$ cat src/common/prescaler_regs.svh
// constants for the fractional reference prescaler
`ifndef PRESCALER_REGS_SVH
`define PRESCALER_REGS_SVH
`define DIVISOR_W        5
`define LEN_W            3
`define PATTERN_W        8
`define BOOT_DIV_RATIO   4'h9
`define BOOT_CNT_W       4
`define DIVISOR_RESET    5'h08
`define LEN_RESET        3'h0
`define PATTERN_RESET    8'h00
`endif

$ cat src/common/prescaler_pkg.sv
// types used by the fractional_ref_prescaler design file only
package prescaler_pkg;
   typedef enum logic [1:0]
   {
      ST_IDLE = 2'b01,
      ST_RUN  = 2'b10
   } pre_state_e;
endpackage

$ cat src/core/boot_clk_div.sv
// fixed divide-by-nine clock enable used for the system clock after reset
`timescale 1ns/1ps
`include "prescaler_regs.svh"
module boot_clk_div
(
   input  wire logic i_ref_clk,
   input  wire logic i_rst,
   input  wire logic i_ce,
   output logic      o_tick
);
   typedef struct packed
   {
      logic [`BOOT_CNT_W-1:0] cnt;
      logic                   tick;
   } boot_s;

   boot_s state_reg;
   boot_s state_next;

   always_comb
   begin
      state_next = state_reg;
      state_next.tick = 1'b0;
      if (state_reg.cnt == `BOOT_DIV_RATIO - 4'h1)
      begin
         state_next.cnt  = '0;
         state_next.tick = 1'b1;
      end
      else
      begin
         state_next.cnt = state_reg.cnt + 4'h1;
      end
   end

   always_ff @(posedge i_ref_clk)
   begin
      if (i_rst)
         state_reg <= '0;
      else if (i_ce)
         state_reg <= state_next;
   end

   assign o_tick = state_reg.tick;
endmodule

$ cat src/core/fractional_ref_prescaler.sv
// fractional-n reference prescaler with divide-by-nine boot clock
`timescale 1ns/1ps
`include "prescaler_regs.svh"
// Behaviour
// - the three settings are a 5-bit divisor, a 3-bit length and an 8-bit pattern held here.
// - each output period lasts divisor cycles (one cycle for divisor 0) for a pattern bit 0 and divisor plus one for 1.
// - the pattern has length field plus one steps.
// - the pattern repeats forever so the average ratio is fractional.
// - a length field of zero divides by the divisor alone and ignores the pattern.
// - after reset the system clock enable runs at the input rate divided by 9.
module fractional_ref_prescaler
(
   input  wire logic                  i_ref_clk,
   input  wire logic                  i_rst,
   input  wire logic                  i_ce,
   input  wire logic                  i_load,
   input  wire logic [`DIVISOR_W-1:0] i_divisor,
   input  wire logic [`LEN_W-1:0]     i_len,
   input  wire logic [`PATTERN_W-1:0] i_pattern,
   output logic                       o_ref_tick,
   output logic                       o_ref_clk,
   output logic                       o_sys_tick,
   output logic [`LEN_W-1:0]          o_step
);
   typedef struct packed
   {
      prescaler_pkg::pre_state_e st;
      logic [`DIVISOR_W-1:0]     divisor;
      logic [`LEN_W-1:0]         len;
      logic [`PATTERN_W-1:0]     pattern;
      logic [`DIVISOR_W:0]       cnt;
      logic [`LEN_W-1:0]         step;
      logic                      tick;
      logic                      clk_out;
   } pre_s;

   pre_s state_reg;
   pre_s state_next;
   logic [`DIVISOR_W:0] period;
   logic                cur_bit;

   // zero length always selects the plain divisor
   assign cur_bit = (state_reg.len == 3'h0) ? 1'b0 : state_reg.pattern[state_reg.step];
   assign period  = {1'b0, state_reg.divisor} + {5'h00, cur_bit};

   always_comb
   begin
      state_next = state_reg;
      state_next.tick = 1'b0;
      if (i_load)
      begin
         // new settings restart the pattern so no step mixes old and new values
         state_next.divisor = i_divisor;
         state_next.len     = i_len;
         state_next.pattern = i_pattern;
         state_next.cnt     = '0;
         state_next.step    = i_len;
         state_next.st      = prescaler_pkg::ST_RUN;
         state_next.clk_out = 1'b0;
      end
      else
      begin
         case (state_reg.st)
            prescaler_pkg::ST_IDLE:
            begin
               state_next.cnt = '0;
            end
            prescaler_pkg::ST_RUN:
            begin
               // a zero period (divisor 0 with pattern bit 0) is clamped to one cycle per period
               if (state_reg.cnt + 6'h01 >= period)
               begin
                  state_next.cnt  = '0;
                  state_next.tick = 1'b1;
                  state_next.clk_out = 1'b0;
                  if (state_reg.step == 3'h0)
                     state_next.step = state_reg.len;
                  else
                     state_next.step = state_reg.step - 3'h1;
               end
               else
               begin
                  state_next.cnt = state_reg.cnt + 6'h01;
                  if (state_reg.cnt + 6'h01 >= (period >> 1))
                     state_next.clk_out = 1'b1;
               end
            end
            default:
            begin
               state_next.st = prescaler_pkg::ST_IDLE;
            end
         endcase
      end
   end

   always_ff @(posedge i_ref_clk)
   begin
      if (i_rst)
      begin
         state_reg.st      <= prescaler_pkg::ST_IDLE;
         state_reg.divisor <= `DIVISOR_RESET;
         state_reg.len     <= `LEN_RESET;
         state_reg.pattern <= `PATTERN_RESET;
         state_reg.cnt     <= '0;
         state_reg.step    <= '0;
         state_reg.tick    <= 1'b0;
         state_reg.clk_out <= 1'b0;
      end
      else if (i_ce)
         state_reg <= state_next;
   end

   boot_clk_div u_boot
   (
      .i_ref_clk (i_ref_clk),
      .i_rst     (i_rst),
      .i_ce      (i_ce),
      .o_tick    (o_sys_tick)
   );

   assign o_ref_tick = state_reg.tick;
   assign o_ref_clk  = state_reg.clk_out;
   assign o_step     = state_reg.step;

   // helpers advance only with the clock enable, so a freeze never stretches a period
   // helper: cycles since last tick
   logic [6:0] gap_reg;
   always_ff @(posedge i_ref_clk)
   begin
      if (i_rst || (i_ce && i_load))
         gap_reg <= '0;
      else if (i_ce)
         gap_reg <= o_ref_tick ? 7'h01 : gap_reg + 7'h01;
   end

   logic [3:0] sys_gap_reg;
   always_ff @(posedge i_ref_clk)
   begin
      if (i_rst)
         sys_gap_reg <= '0;
      else if (i_ce)
         sys_gap_reg <= o_sys_tick ? 4'h1 : sys_gap_reg + 4'h1;
   end

   chk_sys_div_nine: assert property (@(posedge i_ref_clk) disable iff (i_rst)
      (i_ce && o_sys_tick && sys_gap_reg != 4'h0) |-> sys_gap_reg == 4'h9)
      else $error("boot clock period is not nine cycles");

   // the step moves on at the tick under test, so either period may match
   chk_period_len: assert property (@(posedge i_ref_clk) disable iff (i_rst)
      (i_ce && !i_load && o_ref_tick && gap_reg != 7'h00 && $stable(state_reg.divisor)
       && state_reg.divisor > 5'h01 && $past(i_ce))
      |-> (gap_reg == 7'(period) + 7'h00 || gap_reg == 7'($past(period))))
      else $error("reference period does not match divisor");

   chk_step_wrap: assert property (@(posedge i_ref_clk) disable iff (i_rst)
      (i_ce && !i_load && state_reg.tick && $past(state_reg.step) == 3'h0 && $past(i_ce)
       && !$past(i_load))
      |-> state_reg.step == state_reg.len)
      else $error("pattern did not restart at length");

   chk_step_down: assert property (@(posedge i_ref_clk) disable iff (i_rst)
      (i_ce && !i_load && state_reg.tick && $past(state_reg.step) != 3'h0 && $past(i_ce)
       && !$past(i_load))
      |-> state_reg.step == $past(state_reg.step) - 3'h1)
      else $error("pattern step did not count down");

   chk_len_zero: assert property (@(posedge i_ref_clk) disable iff (i_rst)
      state_reg.len == 3'h0 |-> period == {1'b0, state_reg.divisor})
      else $error("zero length used the pattern");

   chk_load_hold: assert property (@(posedge i_ref_clk) disable iff (i_rst)
      (i_ce && i_load) |=> (state_reg.divisor == $past(i_divisor)
       && state_reg.pattern == $past(i_pattern) && state_reg.len == $past(i_len)))
      else $error("settings not captured");

   chk_run_repeat: assert property (@(posedge i_ref_clk) disable iff (i_rst)
      (i_ce && state_reg.st == prescaler_pkg::ST_RUN) |=> state_reg.st == prescaler_pkg::ST_RUN)
      else $error("prescaler stopped running");

   chk_idle_quiet: assert property (@(posedge i_ref_clk) disable iff (i_rst)
      state_reg.st == prescaler_pkg::ST_IDLE |-> !o_ref_tick)
      else $error("reference ticked before load");

   // a low clock enable must hold every field, a standing tick included
   chk_ce_freeze: assert property (@(posedge i_ref_clk) disable iff (i_rst)
      !i_ce |=> $stable(state_reg))
      else $error("state moved while clock enable was low");

   chk_clk_at_tick: assert property (@(posedge i_ref_clk) disable iff (i_rst)
      o_ref_tick |-> !o_ref_clk)
      else $error("divided clock high at period end");

   chk_tick_single: assert property (@(posedge i_ref_clk) disable iff (i_rst)
      (i_ce && o_ref_tick && state_reg.divisor > 5'h01) |=> !o_ref_tick)
      else $error("reference tick lasted more than one cycle");

   chk_sys_single: assert property (@(posedge i_ref_clk) disable iff (i_rst)
      (i_ce && o_sys_tick) |=> !o_sys_tick)
      else $error("boot tick lasted more than one cycle");

   chk_load_restart: assert property (@(posedge i_ref_clk) disable iff (i_rst)
      (i_ce && i_load) |=> (state_reg.step == $past(i_len) && state_reg.cnt == 6'h00
       && !o_ref_tick))
      else $error("load did not restart the pattern");

   chk_step_range: assert property (@(posedge i_ref_clk) disable iff (i_rst)
      state_reg.step <= state_reg.len)
      else $error("pattern step beyond length");

   // main scenarios: fractional steps, pattern wrap, reload, freeze and boot ticks
   cov_fraction: cover property (@(posedge i_ref_clk) disable iff (i_rst)
      o_ref_tick && state_reg.len != 3'h0);
   cov_wrap: cover property (@(posedge i_ref_clk) disable iff (i_rst)
      o_ref_tick && state_reg.step == state_reg.len);
   cov_load: cover property (@(posedge i_ref_clk) disable iff (i_rst) i_load);
   cov_freeze: cover property (@(posedge i_ref_clk) disable iff (i_rst)
      !i_ce && state_reg.st == prescaler_pkg::ST_RUN);
   cov_boot: cover property (@(posedge i_ref_clk) disable iff (i_rst) o_sys_tick);
endmodule

$ cat config.mk
export PLATFORM = sky130hd
export DESIGN_NAME = fractional_ref_prescaler
export DESIGN_NICKNAME = d
export VERILOG_FILES = /design/src/common/prescaler_pkg.sv /design/src/core/boot_clk_div.sv /design/src/core/fractional_ref_prescaler.sv
export VERILOG_INCLUDE_DIRS = /design/src /design/src/common
export SDC_FILE = /design/constraint.sdc
export NUM_CORES = 1
export LEC_CHECK = 0
export ABC_AREA = 0
export BUFFER_PORTS_ARGS = -buffer_cell sky130_fd_sc_hd__buf_2
export CAP_MARGIN = 15
export CORE_MARGIN = 1
export CORE_UTILIZATION = 40
export CTS_CLUSTER_SIZE = 28
export DETAILED_ROUTE_END_ITERATION = 10
export PLACE_DENSITY_LB_ADDON = 0.25
export RECOVER_POWER = 100
export SLEW_MARGIN = 20
export SYNTH_ARGS = -nofsm -noshare
export SYNTH_HDL_FRONTEND = slang
export SYNTH_SLANG_ARGS = --single-unit
$ cat constraint.sdc
create_clock -name i_ref_clk -period 8.44 [get_ports i_ref_clk]
set_clock_uncertainty 0.15 [all_clocks]
set_input_delay 2.532 -clock i_ref_clk [delete_from_list [all_inputs] [get_ports i_ref_clk]]
set_output_delay 2.532 -clock i_ref_clk [all_outputs]
set_load 0.005 [all_outputs]
Word-level counts from Yosys, hierarchy flattened
Index checks and enable logic that the tools add are counted.
W data, S select, Z words.

word-level totals
  bits in registers = 34

operators by class
  add/subtract/negate cells = 4
  order comparisons = 3
  equality and inequality tests = 4
  muxes and demuxes = 17
  reduce and logical (&&, ||, !) cells = 12

operator list
  operator               count
  $pmux W6 S2            1
  $mux W9                1
  $mux W4                2
  $mux W1                7
  $add A5 B1 Y6          1
  $add A6 B1 Y6 const B  1
  $ge A6 B5 Y1           1
  $ge A6 B6 Y1           1
  $logic_not A3 Y1       2
  $mux W6                1
  $reduce_and A2 Y1      3
  $reduce_and A3 Y1      2
  $reduce_bool A3 Y1     2
  $mux W5                1
  $add A4 B1 Y4 const B  1
  $eq A4 B4 Y1 const B   1
  $lt A3 B4 Y1 const B   1
  $mux W2                2
  $reduce_bool A2 Y1     2
  $bmux W1 S3            1
  $mux W3                1
  $sub A3 B1 Y3 const B  1
  $eq A2 B1 Y1 const B   1
  $eq A2 B2 Y1 const B   1
  other kinds (2)        2

Depth between registers and ports, before layout
Gate-level depths: netlist of run 1.

  depth in word-level cells = 9
  depth in mapped cells = 13
  gate-level depth less buffers = 13

By module
From an unflattened synthesis of run 1, not the netlist that was laid out.

unflattened totals
  cell total of the unflattened synthesis = 234
  area, all modules = 1951.9 µm²

by module, submodules not included
  module                    instances  cells each  area each (µm²)  sequential area each (µm²)
  fractional_ref_prescaler  1          205         1687.9           580.6
  boot_clk_div              1          29          264.0            100.1

Worst setup path before layout of run 1
OpenSTA, ideal clock, no wires.

  path type = input to register
  start point = input i_load
  end point = register state_reg[10] in the netlist's numbering
  data arrival time = 3.340 ns
  data required time = 8.216 ns
  setup slack = 4.876 ns
  stages on the path = 5
  path buffers = 1
  cells stage by stage = buf_6 o21a_1 a21oi_1 nand2_1 a31oi_1

on the way
  longest elaborated chain between the ends = 2
  elaborated cells on any way between the ends = 3

ends and longest elaborated chain
  element                       RTL line                         source
  from (decl)                   fractional_ref_prescaler.sv:16   input wire logic i_load,
  $reduce_bool A3 Y1 (no line)  -
  $reduce_and A2 Y1 (no line)   -
  to (signal assigned)          fractional_ref_prescaler.sv:110  state_reg <= state_next;
  to (decl)                     fractional_ref_prescaler.sv:37   pre_s state_reg;

Several ways; a longest one is shown, not always the timed one.
A chain may end at the register's enable or synchronous reset.

==> results of run 1 <==
## how the worst max path moves through the flow
stage / from / end / cells past startpoint / slack (ns)
6_report: i_rst / o_step[2]$_SDFFE_PP0P_ / 4 / 4.54
5_1_grt: i_rst / o_step[2]$_SDFFE_PP0P_ / 4 / 4.39
4_1_cts: o_step[2]$_SDFFE_PP0P_ / o_step[2] / 1 / 4.79
3_5_place_dp: i_ce / o_step[0]$_SDFFE_PP0P_ / 5 / 4.48
3_3_place_gp: i_ce / o_step[1]$_SDFFE_PP0P_ / 5 / 4.53
2_1_floorplan: i_load / state_reg[10]$_SDFFE_PP0P_ / 5 / 4.88
## where the power goes
group | switching [mW] | internal (mW)
combinational | 0.0213 | 0.0162
clock | 0.0615 | 0.0655
sequential | 0.00547 | 0.166
## final cells by class
| cell class | count | area, um2 | share of cell area |
|---|---|---|---|
| tap | 52 | 65.06 | 0.03037 |
| timing repair buffer | 25 | 122.6 | 0.05724 |
| clock inverter | 2 | 12.51 | 0.005841 |
| multi-input combinational | 180 | 1149 | 0.5362 |
| inverter | 8 | 30.03 | 0.01402 |
| clock buffer | 6 | 82.58 | 0.03855 |
| sequential | 34 | 680.7 | 0.3178 |
## cells by family (layout without fill, tap and decap cells)
logic type / count (synthesis) / after routing / share of synthesized area
and+or+nand+nor: 88 / 88 / 0.2054
AOI/OAI and AO/OA: 60 / 60 / 0.1861
DFF: 34 / 34 / 0.3514
buffers and inverters: 21 / 41 / 0.05555
adders and majority gates: 20 / 20 / 0.1292
muxes: 7 / 7 / 0.04974
xor gates and xnor gates: 5 / 5 / 0.02261
## layout by cell type (no fill, tap or decap), types with 5 or more instances in the layout
master    Yosys  final
nor2_1       17     17
ha_1         20     20
o21ai_0      11     11
buf_2         5     23
nand2_1      45     45
inv_1         8      8
clkbuf_8      0      6
dfxtp_1      34     34
nand3_1       5      5
a21oi_1      29     29
## synth_stat cells, types with 2 or more instances
cell      number
nor2_1        17
a311o_1        2
and2_1         2
clkbuf_1       3
nand2_1       45
buf_2          5
nand3_1        5
a211oi_1       2
xor2_1         2
o21ai_1        2
mux2i_1        4
buf_4          4
ha_1          20
dfxtp_1       34
nor3_1         2
a22oi_1        2
nor2b_1        4
xnor2_1        3
nand2b_1       2
a21oi_1       29
a21oi_2        2
o21ai_0       11
mux4_2         2
nand3b_1       2
inv_1          8
or2_2          3
## worst max-delay path: cells and delay by family
kind / cells / cell delay [ns]
AND/OR/NAND/NOR: 1 / 0.13
buffers and inverters: 1 / 1.08
AO/OA/AOI/OAI: 2 / 0.18
## layer usage
metal	part of all wire	wire, um	up-vias
li1	-	-	846
met1	0.50	1873	718
met2	0.45	1677	27
met3	0.032	120	7
met4	0.024	91	0
met5	0	0	-
## stage by stage
step | hold WS, ns | cells | util | total power, mW | area, um2
after detailed placement | 0.2986 | 299 | 0.4550 | 0.2132 | 2049
final | 0.3034 | 307 | 0.4756 | 0.3364 | 2142
after floorplan | 0.2831 | 235 | - | 0.2037 | 1937
after CTS | 0.3091 | 307 | 0.4761 | 0.3431 | 2145
after global routing | 0.3361 | 307 | 0.4756 | 0.3555 | 2142
after global placement | 0.2966 | 299 | 0.4550 | 0.2125 | 2049
==> results.md, run 1 <==
- GP Congestion: 0.7388
- First-pass GRT wire length: 6575 um
- Starting Density: 0.4300
- Final nets: 294
- Fin worst setup slack: 4.541 ns
- Final max-slew violation count: 35
- Syn avg cell area: 8.242 um2
- Worst reg2reg path startpoint: o_step[0]$_SDFFE_PP0P_
- Hold WC Path Type: reg2reg
- Setup TNS: 0 ns
- Yosys top cell area share: 0.3514
- CP Data Required Time: 8.46 ns
- Achievable Freq: 0.2565 GHz
- Startpoint types: input pin
- Die footprint: 5124 um2
- Largest cells by area after synthesis: dfxtp_1 35%, ha_1 13%, nand2_1 8.7%
- Fillcell total: 468
- Final wirelength: 3762 um
- Vias: 1598
- Yosys top cell by area: dfxtp_1
- Max reg flops: 24
- Initial antenna violation count: 0
- Vias in the first global route: 1495
- Hold Crit Start: state_reg[14]$_SDFFE_PP0P_
- Ys flop type: dfxtp_1
- GRT busiest layer: met2
- Final worst path period need: 3.899 ns
- Post-CTS setup buffers: 0
- # rows: 24
- CP max-delay cell: clkbuf_1
- Syn nets: 275
- Pwr Density: 157.0 nW/um2
- DR pass1 iterations: 4
- Worst Path Max Fanout: 34
- Warnings, synthesis: 0
- Routed WL per cell: 12.25 um
- Core ar.: 4504 um2
- Failing checks: capacitance limit, slew limit
- Depth of the worst hold-timing path: 2
- H-tree lvl count: 2
- Kind of critical path: in2reg
- DRT iter0 DRCs: 46
- Die span in y: 71.59 um
- Drt drc: 0
- Cts repair resizes: 0
- Crit path cell chain: clkbuf_1 > nor2_1 > o31ai_1 > a21oi_1
- Largest net degree at the start of global routing: 35
- CTS tree: done
- Clock Tree Root: clkbuf_8
- Reg2reg path depth: 13
- I/O pin cnt: 26
- RSZ-0062 raised after global routing: no
- Grt ovf: 0
- Worst-path clk slew: 0.07 ns
- Post-Syn Instances: 235
- Mapped Area: 1937 um2
- Peak supply drop: 0.1020 mV
- Count of final setup violators: 0
- Count of cell types in the netlist: 44
- Post-route clock period utilization: 0.4620
- Post-synthesis sequential area ratio: 0.3514
- HPWL after detailed placement: 2715 um
- Worst slew pin tran: 1.524 ns
- Crit path arrival time: 3.92 ns
- Outcome: complete, but fails checks
- Reg-to-reg setup timing slack: 5.03 ns
- Worst slew margin: -0.01581
- ANT nets after route: 0
- Share of post-route cells with drive strength above 1: 0.1686
- Die width: 71.59 um
- Max cap viols: 1
- Global-route met2 utilization: 0.2635
- Share of synthesized registers carrying an async set or reset: 0
- Clk Latency, worst-skew pair: 0.29 ns
- CTS Hold Buffers Added: 0
- Largest stage delay on the critical path: 1.08 ns
- Num CTS Buffers: 5
- Hold EP: state_reg[14]$_SDFFE_PP0P_
- Post-synth EDFFs: 0
- Sink Count: 34
- Leak pwr: 0.9119 nW
- Setup WS pre-CTS: 4.483 ns
- Via density: 5.205
- GR Layer Usage met1: 0.2160
- CP Capture Type: register
- CTS Buffer Depth: 2
- RR Endpoint: state_reg[6]$_SDFFE_PP0P_
- Overall fraction of global-route tracks in use: 0.1685
- Area delta synth->final: 10.59%
- M3 GR Usage: 0.03938
- #FFs+latches synth: 34
- Antenna diodes: 0
- Final hold vios: 0
- # port buffers: 25
Power figures use the tool's default switching activity.
==> run 2: changes to the inputs <==
Clock period 8.44 ns to 3.3 ns, I/O delays scaled along.
==> run 2 against run 1 <==
  * The run now ends clean
  * Utilization rose by 1.8 points
  * Die area unchanged
  * Register-to-register slack got worse by 4.8 ns
  * Combinational power rose to 2.7 times the previous value
  * Setup slack worse by 4.4 ns
  * Sequential power grew to 2.6 times the previous value
  * Highest routed layer unchanged
==> results.md, run 2 (same netlist as run 1, synthesis figures left out) <==
- Psw: 221.2 uW (was 88.31 uW)
- Hold WC Path Type: reg2reg (unchanged)
- Final hold vios: 0 (unchanged)
- Die span in y: 71.59 um (unchanged)
- H-tree lvl count: 2 (unchanged)
- RR Endpoint: o_step[0]$_SDFFE_PP0P_ (was state_reg[6]$_SDFFE_PP0P_)
- Worst-path clk slew: 0.07 ns (about the same)
- Final nets: 297 (was 294)
- Max cap viols: 0 (was 1)
- Worst Path Max Fanout: 6 (was 34)
- Share of post-route cells with drive strength above 1: 0.2016 (was 0.1686)
- Crit path arrival time: 3.17 ns (was 3.92 ns)
- # rows: 24 (unchanged)
- Crit path cell chain: mux4_2 > mux2i_1 > nor2_1 > ha_1 > ha_2 > nand3_2 > xor2_2 > ha_1 > a41o_1 > a21oi_4 > o21ai_4 > a311o_1 > a21oi_1 (was clkbuf_1 > nor2_1 > o31ai_1 > a21oi_1)
- Commonest cells after routing, fill and taps aside: 45 x nand2_1, 33 x dfxtp_1, 29 x a21oi_1 (was 45 x nand2_1, 34 x dfxtp_1, 29 x a21oi_1)
- RSZ-0062 raised after global routing: no (unchanged)
- Die width: 71.59 um (unchanged)
- Overall fraction of global-route tracks in use: 0.1532 (was 0.1685)
- Worst slew pin tran: 1.467 ns (was 1.524 ns)
- Sw Share: 0.2453 (was 0.2625)
- Clk Latency, worst-skew pair: 0.28 ns (was 0.29 ns)
- CP max-delay cell: mux4_2 (was clkbuf_1)
- Grt ovf: 0 (unchanged)
- Post-route clock period utilization: 0.9431
- Num CTS Buffers: 5 (unchanged)
- ANT nets after route: 0 (unchanged)
- Commonest non-fill, non-tap cell in the layout: nand2_1 (unchanged)
- Largest net degree at the start of global routing: 35 (unchanged)
- Starting Density: 0.4300 (unchanged)
- Leak pwr: 0.9360 nW (was 0.9119 nW)
- Startpoint types: register (was input pin)
- Achievable Freq: 0.3213 GHz
- Count of final setup violators: 0 (unchanged)
- Outcome: complete, no violations (was complete, but fails checks)
- Core ar.: 4504 um2 (unchanged)
- Total power: 901.9 uW (was 336.4 uW)
- Kind of critical path: reg2reg (was in2reg)
- Setup WS pre-CTS: -0.02250 ns (was 4.483 ns)
- Largest stage delay on the critical path: 0.49 ns (was 1.08 ns)
- Die footprint: 5124 um2 (unchanged)
- GP Congestion: 0.7821 (was 0.7388)
- Worst reg2reg path startpoint: o_step[0]$_SDFFE_PP0P_ (unchanged)
- Combinational share of power: 0.111 (was 0.112)
- CP Data Required Time: 3.35 ns (was 8.46 ns)
- Sink Count: 34 (unchanged)
- CP dominant cell by count: ha_1
- Vias: 1606 (was 1598)
- HPWL after detailed placement: 2707 um (was 2715 um)
- Reg2reg path depth: 13 (unchanged)
- Worst path bufs/invs: 0 (was 1)
- Vias in the first global route: 1458 (was 1495)
- # port buffers: 25 (unchanged)
- Flop pwr share: 0.487 (was 0.511)
- DRT iter0 DRCs: 62 (was 46)
- Hold slack: 0.3071 ns (was 0.3034 ns)
- I/O pin cnt: 26 (unchanged)
- First-pass GRT wire length: 6230 um (was 6575 um)
- Setup TNS: 0 ns (unchanged)
- Hold EP: state_reg[16]$_SDFFE_PP0P_ (was state_reg[14]$_SDFFE_PP0P_)
- Clock network fraction of total power: 0.402 (was 0.378)
- Fillcell total: 460 (was 468)
- Fin worst setup slack: 0.1879 ns (was 4.541 ns)
- Clock Tree Root: clkbuf_8 (unchanged)
- Depth of the worst hold-timing path: 2 (unchanged)
- CTS tree: done (unchanged)
- Peak supply drop: 0.2137 mV (was 0.1020 mV)
- Final wirelength: 3705 um (was 3762 um)
- Max reg flops: 24 (unchanged)
- Routed WL per cell: 11.95 um (was 12.25 um)
- DR pass1 iterations: 4 (unchanged)
- Final max-slew violation count: 0 (was 35)
- Via density: 5.181 (was 5.205)
- CP Capture Type: register (unchanged)
- Drt drc: 0 (unchanged)
- Pwr Density: 405.9 nW/um2 (was 157.0 nW/um2)
- Area delta synth->final: 14.73% (was 10.59%)
- CTS Buffer Depth: 2 (unchanged)
- Final worst path period need: 3.112 ns
- Antenna diodes: 0 (unchanged)
- Initial antenna violation count: 0 (unchanged)
- Reg-to-reg setup timing slack: 0.19 ns (was 5.03 ns)
- Worst slew margin: 0.02204 (was -0.01581)
- Hold Crit Start: state_reg[16]$_SDFFE_PP0P_ (was state_reg[14]$_SDFFE_PP0P_)
- Kind of cell adding the most delay to the critical path: compound AO/OA/AOI/OAI gates (was buffers and inverters)
- Int Pwr: 680.7 uW (was 248.1 uW)
- CP startpoint: o_step[0]$_SDFFE_PP0P_ (was i_rst)
[run 2: layout make-up]
class                   count  area (um2)  share of cell area
multi-input cells         180        1186              0.5338
flip-flops and latches     34       684.4              0.3080
repair buffers             28       146.4             0.06588
clock buffers               8       110.1             0.04955
well taps                  52       65.06             0.02928
inverters                   8       30.03             0.01351
[run 2: worst max path at each step]
stage	end	slack, ns	cells after the start
2_1_floorplan	o_step[0]$_SDFFE_PP0P_	0.22	13
3_3_place_gp	o_ref_clk$_SDFFE_PP0P_	0.07	13
3_5_place_dp	o_step[1]$_SDFFE_PP0P_	-0.02	13
4_1_cts	o_step[0]$_SDFFE_PP0P_	0.04	13
5_1_grt	o_step[1]$_SDFFE_PP0P_	0.02	13
6_report	o_step[0]$_SDFFE_PP0P_	0.19	13
[run 2: worst register-to-register path, stage by stage, from the launching register on]
cell,delay (ns)
dfxtp_4,0.37
mux4_2,0.49
mux2i_1,0.14
nor2_1,0.06
ha_1,0.20
ha_2,0.19
nand3_2,0.09
xor2_2,0.15
ha_1,0.27
a41o_1,0.22
a21oi_4,0.16
o21ai_4,0.10
a311o_1,0.32
a21oi_1,0.13
[run 2: routing by layer]
metal  vias to the layer above  track usage  wire length (um)
met5                         -            0                 0
met4                         0      0.06318                47
met3                         4      0.03657                98
met2                        23       0.2519              1686
met1                       724       0.1939              1873
li1                        855            -                 -
[run 2: power groups by stage]
stage / clock, mW / combinational, mW / sequential, mW
6_report: 0.363 / 0.100 / 0.439
5_1_grt: 0.382 / 0.115 / 0.441
4_1_cts: 0.369 / 0.0974 / 0.439
3_5_place_dp: 0 / 0.0970 / 0.449
3_3_place_gp: 0 / 0.0966 / 0.449
2_1_floorplan: 0 / 0.0764 / 0.445
[run 2: stage by stage]
step	cells	utilization	area [um2]
after detailed placement	300	0.4567	2057
after global placement	300	0.4567	2057
final	310	0.4933	2222
after global routing	310	0.4933	2222
after floorplan	235	-	1937
after CTS	308	0.4814	2168
[run 2: what timing repair did]
action / in CTS / in global routing
endpoints found under the hold margin: 0 / 0
pin swaps: 0 / 3
setup endpoints to repair: 5 / 10
setup buffers: 0 / 2
resized for setup: 1 / 8
hold buffers: 0 / 0
==> run 3: changes to the inputs <==
Settings changed: SYNTH_HIERARCHICAL from default to 1.
==> run 3 against run 2 <==
  * The run now ends with capacitance limit left
  * Utilization down 2.0 points
  * Cell area up 0.68%
  * Sequential share of layout area is 0.21 points lower
  * Maximum frequency fell by 1.9%
  * Global-route usage is 1.8 points higher
  * Synthesized cell count shrank 0.43%
  * Count of clock-buffer cells in the layout fell by 2
  * Non-clock buffer count decreased by 1
  * Sequential cell count unchanged
  * Die area rose by 0.76%
  * Worst hold slack better by 0.0010 ns
  * Combinational power increased by 5%
  * Largest cell class unchanged
==> results.md, run 3 <==
- Syn avg cell area: 8.341 um2 (was 8.242 um2)
- CP Data Required Time: 3.36 ns (was 3.35 ns)
- Clk Latency, worst-skew pair: 0.28 ns (about the same)
- Initial antenna violation count: 0 (unchanged)
- Int Pwr: 637.8 uW (was 680.7 uW)
- Commonest non-fill, non-tap cell in the layout: nand2_1 (unchanged)
- Count of cell types in the netlist: 46 (was 44)
- Flop pwr share: 0.507 (was 0.487)
- ANT nets after route: 0 (unchanged)
- Warnings, synthesis: 6 (was 0)
- Met2 routed WL: 1885 um (was 1686 um)
- Startpoint types: register (unchanged)
- Routed WL per cell: 12.80 um (was 11.95 um)
- Syn nets: 274 (was 275)
- Post-route clock period utilization: 0.9610 (was 0.9431)
- Post-CTS setup buffers: 0 (unchanged)
- Crit path capture: o_step[0]$_SDFFE_PP0P_ (unchanged)
- Post-Syn Instances: 234 (was 235)
- Reg-to-reg setup timing slack: 0.13 ns (was 0.19 ns)
- Worst reg2reg path startpoint: o_step[0]$_SDFFE_PP0P_ (unchanged)
- Final hold vios: 0 (unchanged)
- Share of post-route cells with drive strength above 1: 0.1946 (was 0.2016)
- Max reg flops: 24 (unchanged)
- Grt ovf: 0 (unchanged)
- CP startpoint: o_step[0]$_SDFFE_PP0P_ (unchanged)
- Crit path arrival time: 3.23 ns (was 3.17 ns)
- Largest net degree at the start of global routing: 35 (unchanged)
- Mapped Area: 1952 um2 (was 1937 um2)
- Met3 wire len: 122 um (was 98 um)
- Final max-slew violation count: 0 (unchanged)
- Hold Crit Start: state_reg[16]$_SDFFE_PP0P_ (unchanged)
- Largest cells by area after synthesis: dfxtp_1 35%, ha_1 13%, nand2_1 8.7% (unchanged)
- Failing checks: capacitance limit
- Die width: 71.86 um (was 71.59 um)
- # rows: 25 (was 24)
- Setup TNS: 0 ns (unchanged)
- Antenna diodes: 0 (unchanged)
- Leak pwr: 0.8988 nW (was 0.9360 nW)
- Ys flop type: dfxtp_1 (unchanged)
- Total power: 868.4 uW (was 901.9 uW)
- Worst-path clk slew: 0.08 ns (was 0.07 ns)
- Sw Share: 0.2655 (was 0.2453)
- Post-synth EDFFs: 0 (unchanged)
- Worst Path Max Fanout: 6 (unchanged)
- Final worst path period need: 3.171 ns (was 3.112 ns)
- Clock network fraction of total power: 0.372 (was 0.402)
- Worst slew pin tran: 1.499 ns (was 1.467 ns)
- Reg2reg path depth: 13 (unchanged)
- Final wirelength: 4146 um (was 3705 um)
- # port buffers: 25 (unchanged)
- Multi-input gate area: 1210 um2 (was 1186 um2)
- Pwr Density: 388.2 nW/um2 (was 405.9 nW/um2)
- DRT iter0 DRCs: 65 (was 62)
- Kind of critical path: reg2reg (unchanged)
- Num CTS Buffers: 5 (unchanged)
- Sink Count: 34 (unchanged)
- DR pass1 iterations: 4 (unchanged)
- Outcome: complete, but fails checks (was complete, no violations)
- CP Capture Type: register (unchanged)
- Drt drc: 0 (unchanged)
- H-tree lvl count: 2 (unchanged)
- Clock Tree Root: clkbuf_8 (unchanged)
- Die span in y: 71.86 um (was 71.59 um)
- Psw: 230.6 uW (was 221.2 uW)
- Vias: 1645 (was 1606)
- Count leader, synth: nand2_1 (unchanged)
- CTS tree: done (unchanged)
- I/O pin cnt: 26 (unchanged)
- Starting Density: 0.4132 (was 0.4300)
- Yosys top cell by area: dfxtp_1 (unchanged)
- RR Endpoint: o_step[0]$_SDFFE_PP0P_ (unchanged)
- Count of final setup violators: 0 (unchanged)
- Share of synthesized registers carrying an async set or reset: 0 (unchanged)
- Die footprint: 5163 um2 (was 5124 um2)
- Commonest cells after routing, fill and taps aside: 45 x nand2_1, 33 x dfxtp_1, 29 x a21oi_1 (unchanged)
- CTS Hold Buffers Added: 0 (unchanged)
- Peak supply drop: 0.2324 mV (was 0.2137 mV)
- GP Congestion: 0.7986 (was 0.7821)
- Fillcell total: 491 (was 460)
- First-pass GRT wire length: 6962 um (was 6230 um)
- CTS Buffer Depth: 2 (unchanged)
- Combinational share of power: 0.121 (was 0.111)
- HPWL after detailed placement: 3001 um (was 2707 um)
- #FFs+latches synth: 34 (unchanged)
- Max Used Layer: met4 (unchanged)
- Worst slew margin: 0.0006880 (was 0.02204)
- Overall fraction of global-route tracks in use: 0.1715 (was 0.1532)
- # placed instances: 316 (was 300)
- Core ar.: 4723 um2 (was 4504 um2)
- Register Area: 684.4 um2 (unchanged)
- Vias in the first global route: 1528 (was 1458)
- Layout Cells excl Fill: 324 (was 310)
- Achievable Freq: 0.3153 GHz (was 0.3213 GHz)
- Synth top cells by count: 45 x nand2_1, 34 x dfxtp_1, 29 x a21oi_1, 20 x ha_1, 13 x nor2_1 (was 45 x nand2_1, 34 x dfxtp_1, 29 x a21oi_1, 20 x ha_1, 17 x nor2_1)
- Met1 wire length: 2060 um (was 1873 um)
- Post-synthesis sequential area ratio: 0.3487 (was 0.3514)
- Area delta synth->final: 14.62% (was 14.73%)
- Via density: 5.077 (was 5.181)
- Final nets: 296 (was 297)
- Max cap viols: 1 (was 0)
- Yosys top cell area share: 0.3487 (was 0.3514)
- Hold WC Path Type: reg2reg (unchanged)
[run 3: per-stage QoR]
| stage | worst slack, ns | cell area, um2 | hold slack (ns) | util |
|---|---|---|---|---|
| 2_1_floorplan | 0.2121 | 1952 | 0.2818 | - |
| 3_3_place_gp | 0.1195 | 2097 | 0.2982 | 0.4440 |
| 3_5_place_dp | 0.01923 | 2097 | 0.3005 | 0.4440 |
| 4_1_cts | 0.05366 | 2193 | 0.3103 | 0.4644 |
| 5_1_grt | -0.03013 | 2237 | 0.3347 | 0.4736 |
| 6_report | 0.1287 | 2237 | 0.3081 | 0.4736 |
[run 3: power groups by stage]
stage | logic [mW] | clock network [mW] | registers, mW
after detailed placement | 0.103 | 0 | 0.450
after global routing | 0.118 | 0.357 | 0.443
after CTS | 0.104 | 0.332 | 0.440
after global placement | 0.101 | 0 | 0.449
final | 0.105 | 0.323 | 0.440
after floorplan | 0.0774 | 0 | 0.445
[run 3: layout make-up]
| class | count | share of cell area |
|---|---|---|
| multi-input combinational | 180 | 0.5408 |
| sequential | 34 | 0.3059 |
| timing repair buffer | 27 | 0.05984 |
| tap | 67 | 0.03747 |
| clock buffer | 6 | 0.03691 |
| inverter | 8 | 0.01342 |
| clock inverter | 2 | 0.005593 |
[run 3: cells by family (layout without fill, tap and decap cells)]
family | after synthesis | in the layout | synth area share
AND/OR/NAND/NOR | 88 | 88 | 0.2109
AO/OA/AOI/OAI | 62 | 62 | 0.1955
flip-flops | 34 | 34 | 0.3487
adder cells (fa/ha/maj) | 20 | 20 | 0.1282
buffers and inverters | 20 | 43 | 0.05577
XOR/XNOR | 5 | 5 | 0.02244
multiplexers | 5 | 5 | 0.03846
[run 3: what timing repair did]
| item | in CTS | in global routing |
|---|---|---|
| gates resized for setup | 1 | 7 |
| endpoints found under the setup margin | 1 | 10 |
| cloned | 0 | 0 |
| pin swaps | 0 | 1 |
[run 3: worst min-delay path by stage]
stage	slack, ns	end	cells past startpoint
2_1_floorplan	0.28	state_reg[18]$_SDFFE_PP0P_	2
3_3_place_gp	0.30	state_reg[16]$_SDFFE_PP0P_	2
3_5_place_dp	0.30	state_reg[16]$_SDFFE_PP0P_	2
4_1_cts	0.31	state_reg[16]$_SDFFE_PP0P_	2
5_1_grt	0.33	state_reg[16]$_SDFFE_PP0P_	2
6_report	0.31	state_reg[16]$_SDFFE_PP0P_	2
[run 3: metal layers]
layer | GRT usage | vias up
li1 | - | 853
met1 | 0.2298 | 756
met2 | 0.2683 | 30
met3 | 0.04219 | 6
met4 | 0.06100 | 0
met5 | 0 | -
[run 3: critical path: stages, from the launching register on]
cell and delay (ns):
dfxtp_4 0.37, mux4_2 0.49, mux2i_1 0.13, nor2_1 0.06, ha_1 0.20, ha_1 0.22
nand3_2 0.10, xor2_2 0.20, ha_4 0.24, a21o_2 0.20, a21oi_4 0.17, o21ai_4 0.10
a311o_1 0.31, a21oi_1 0.14
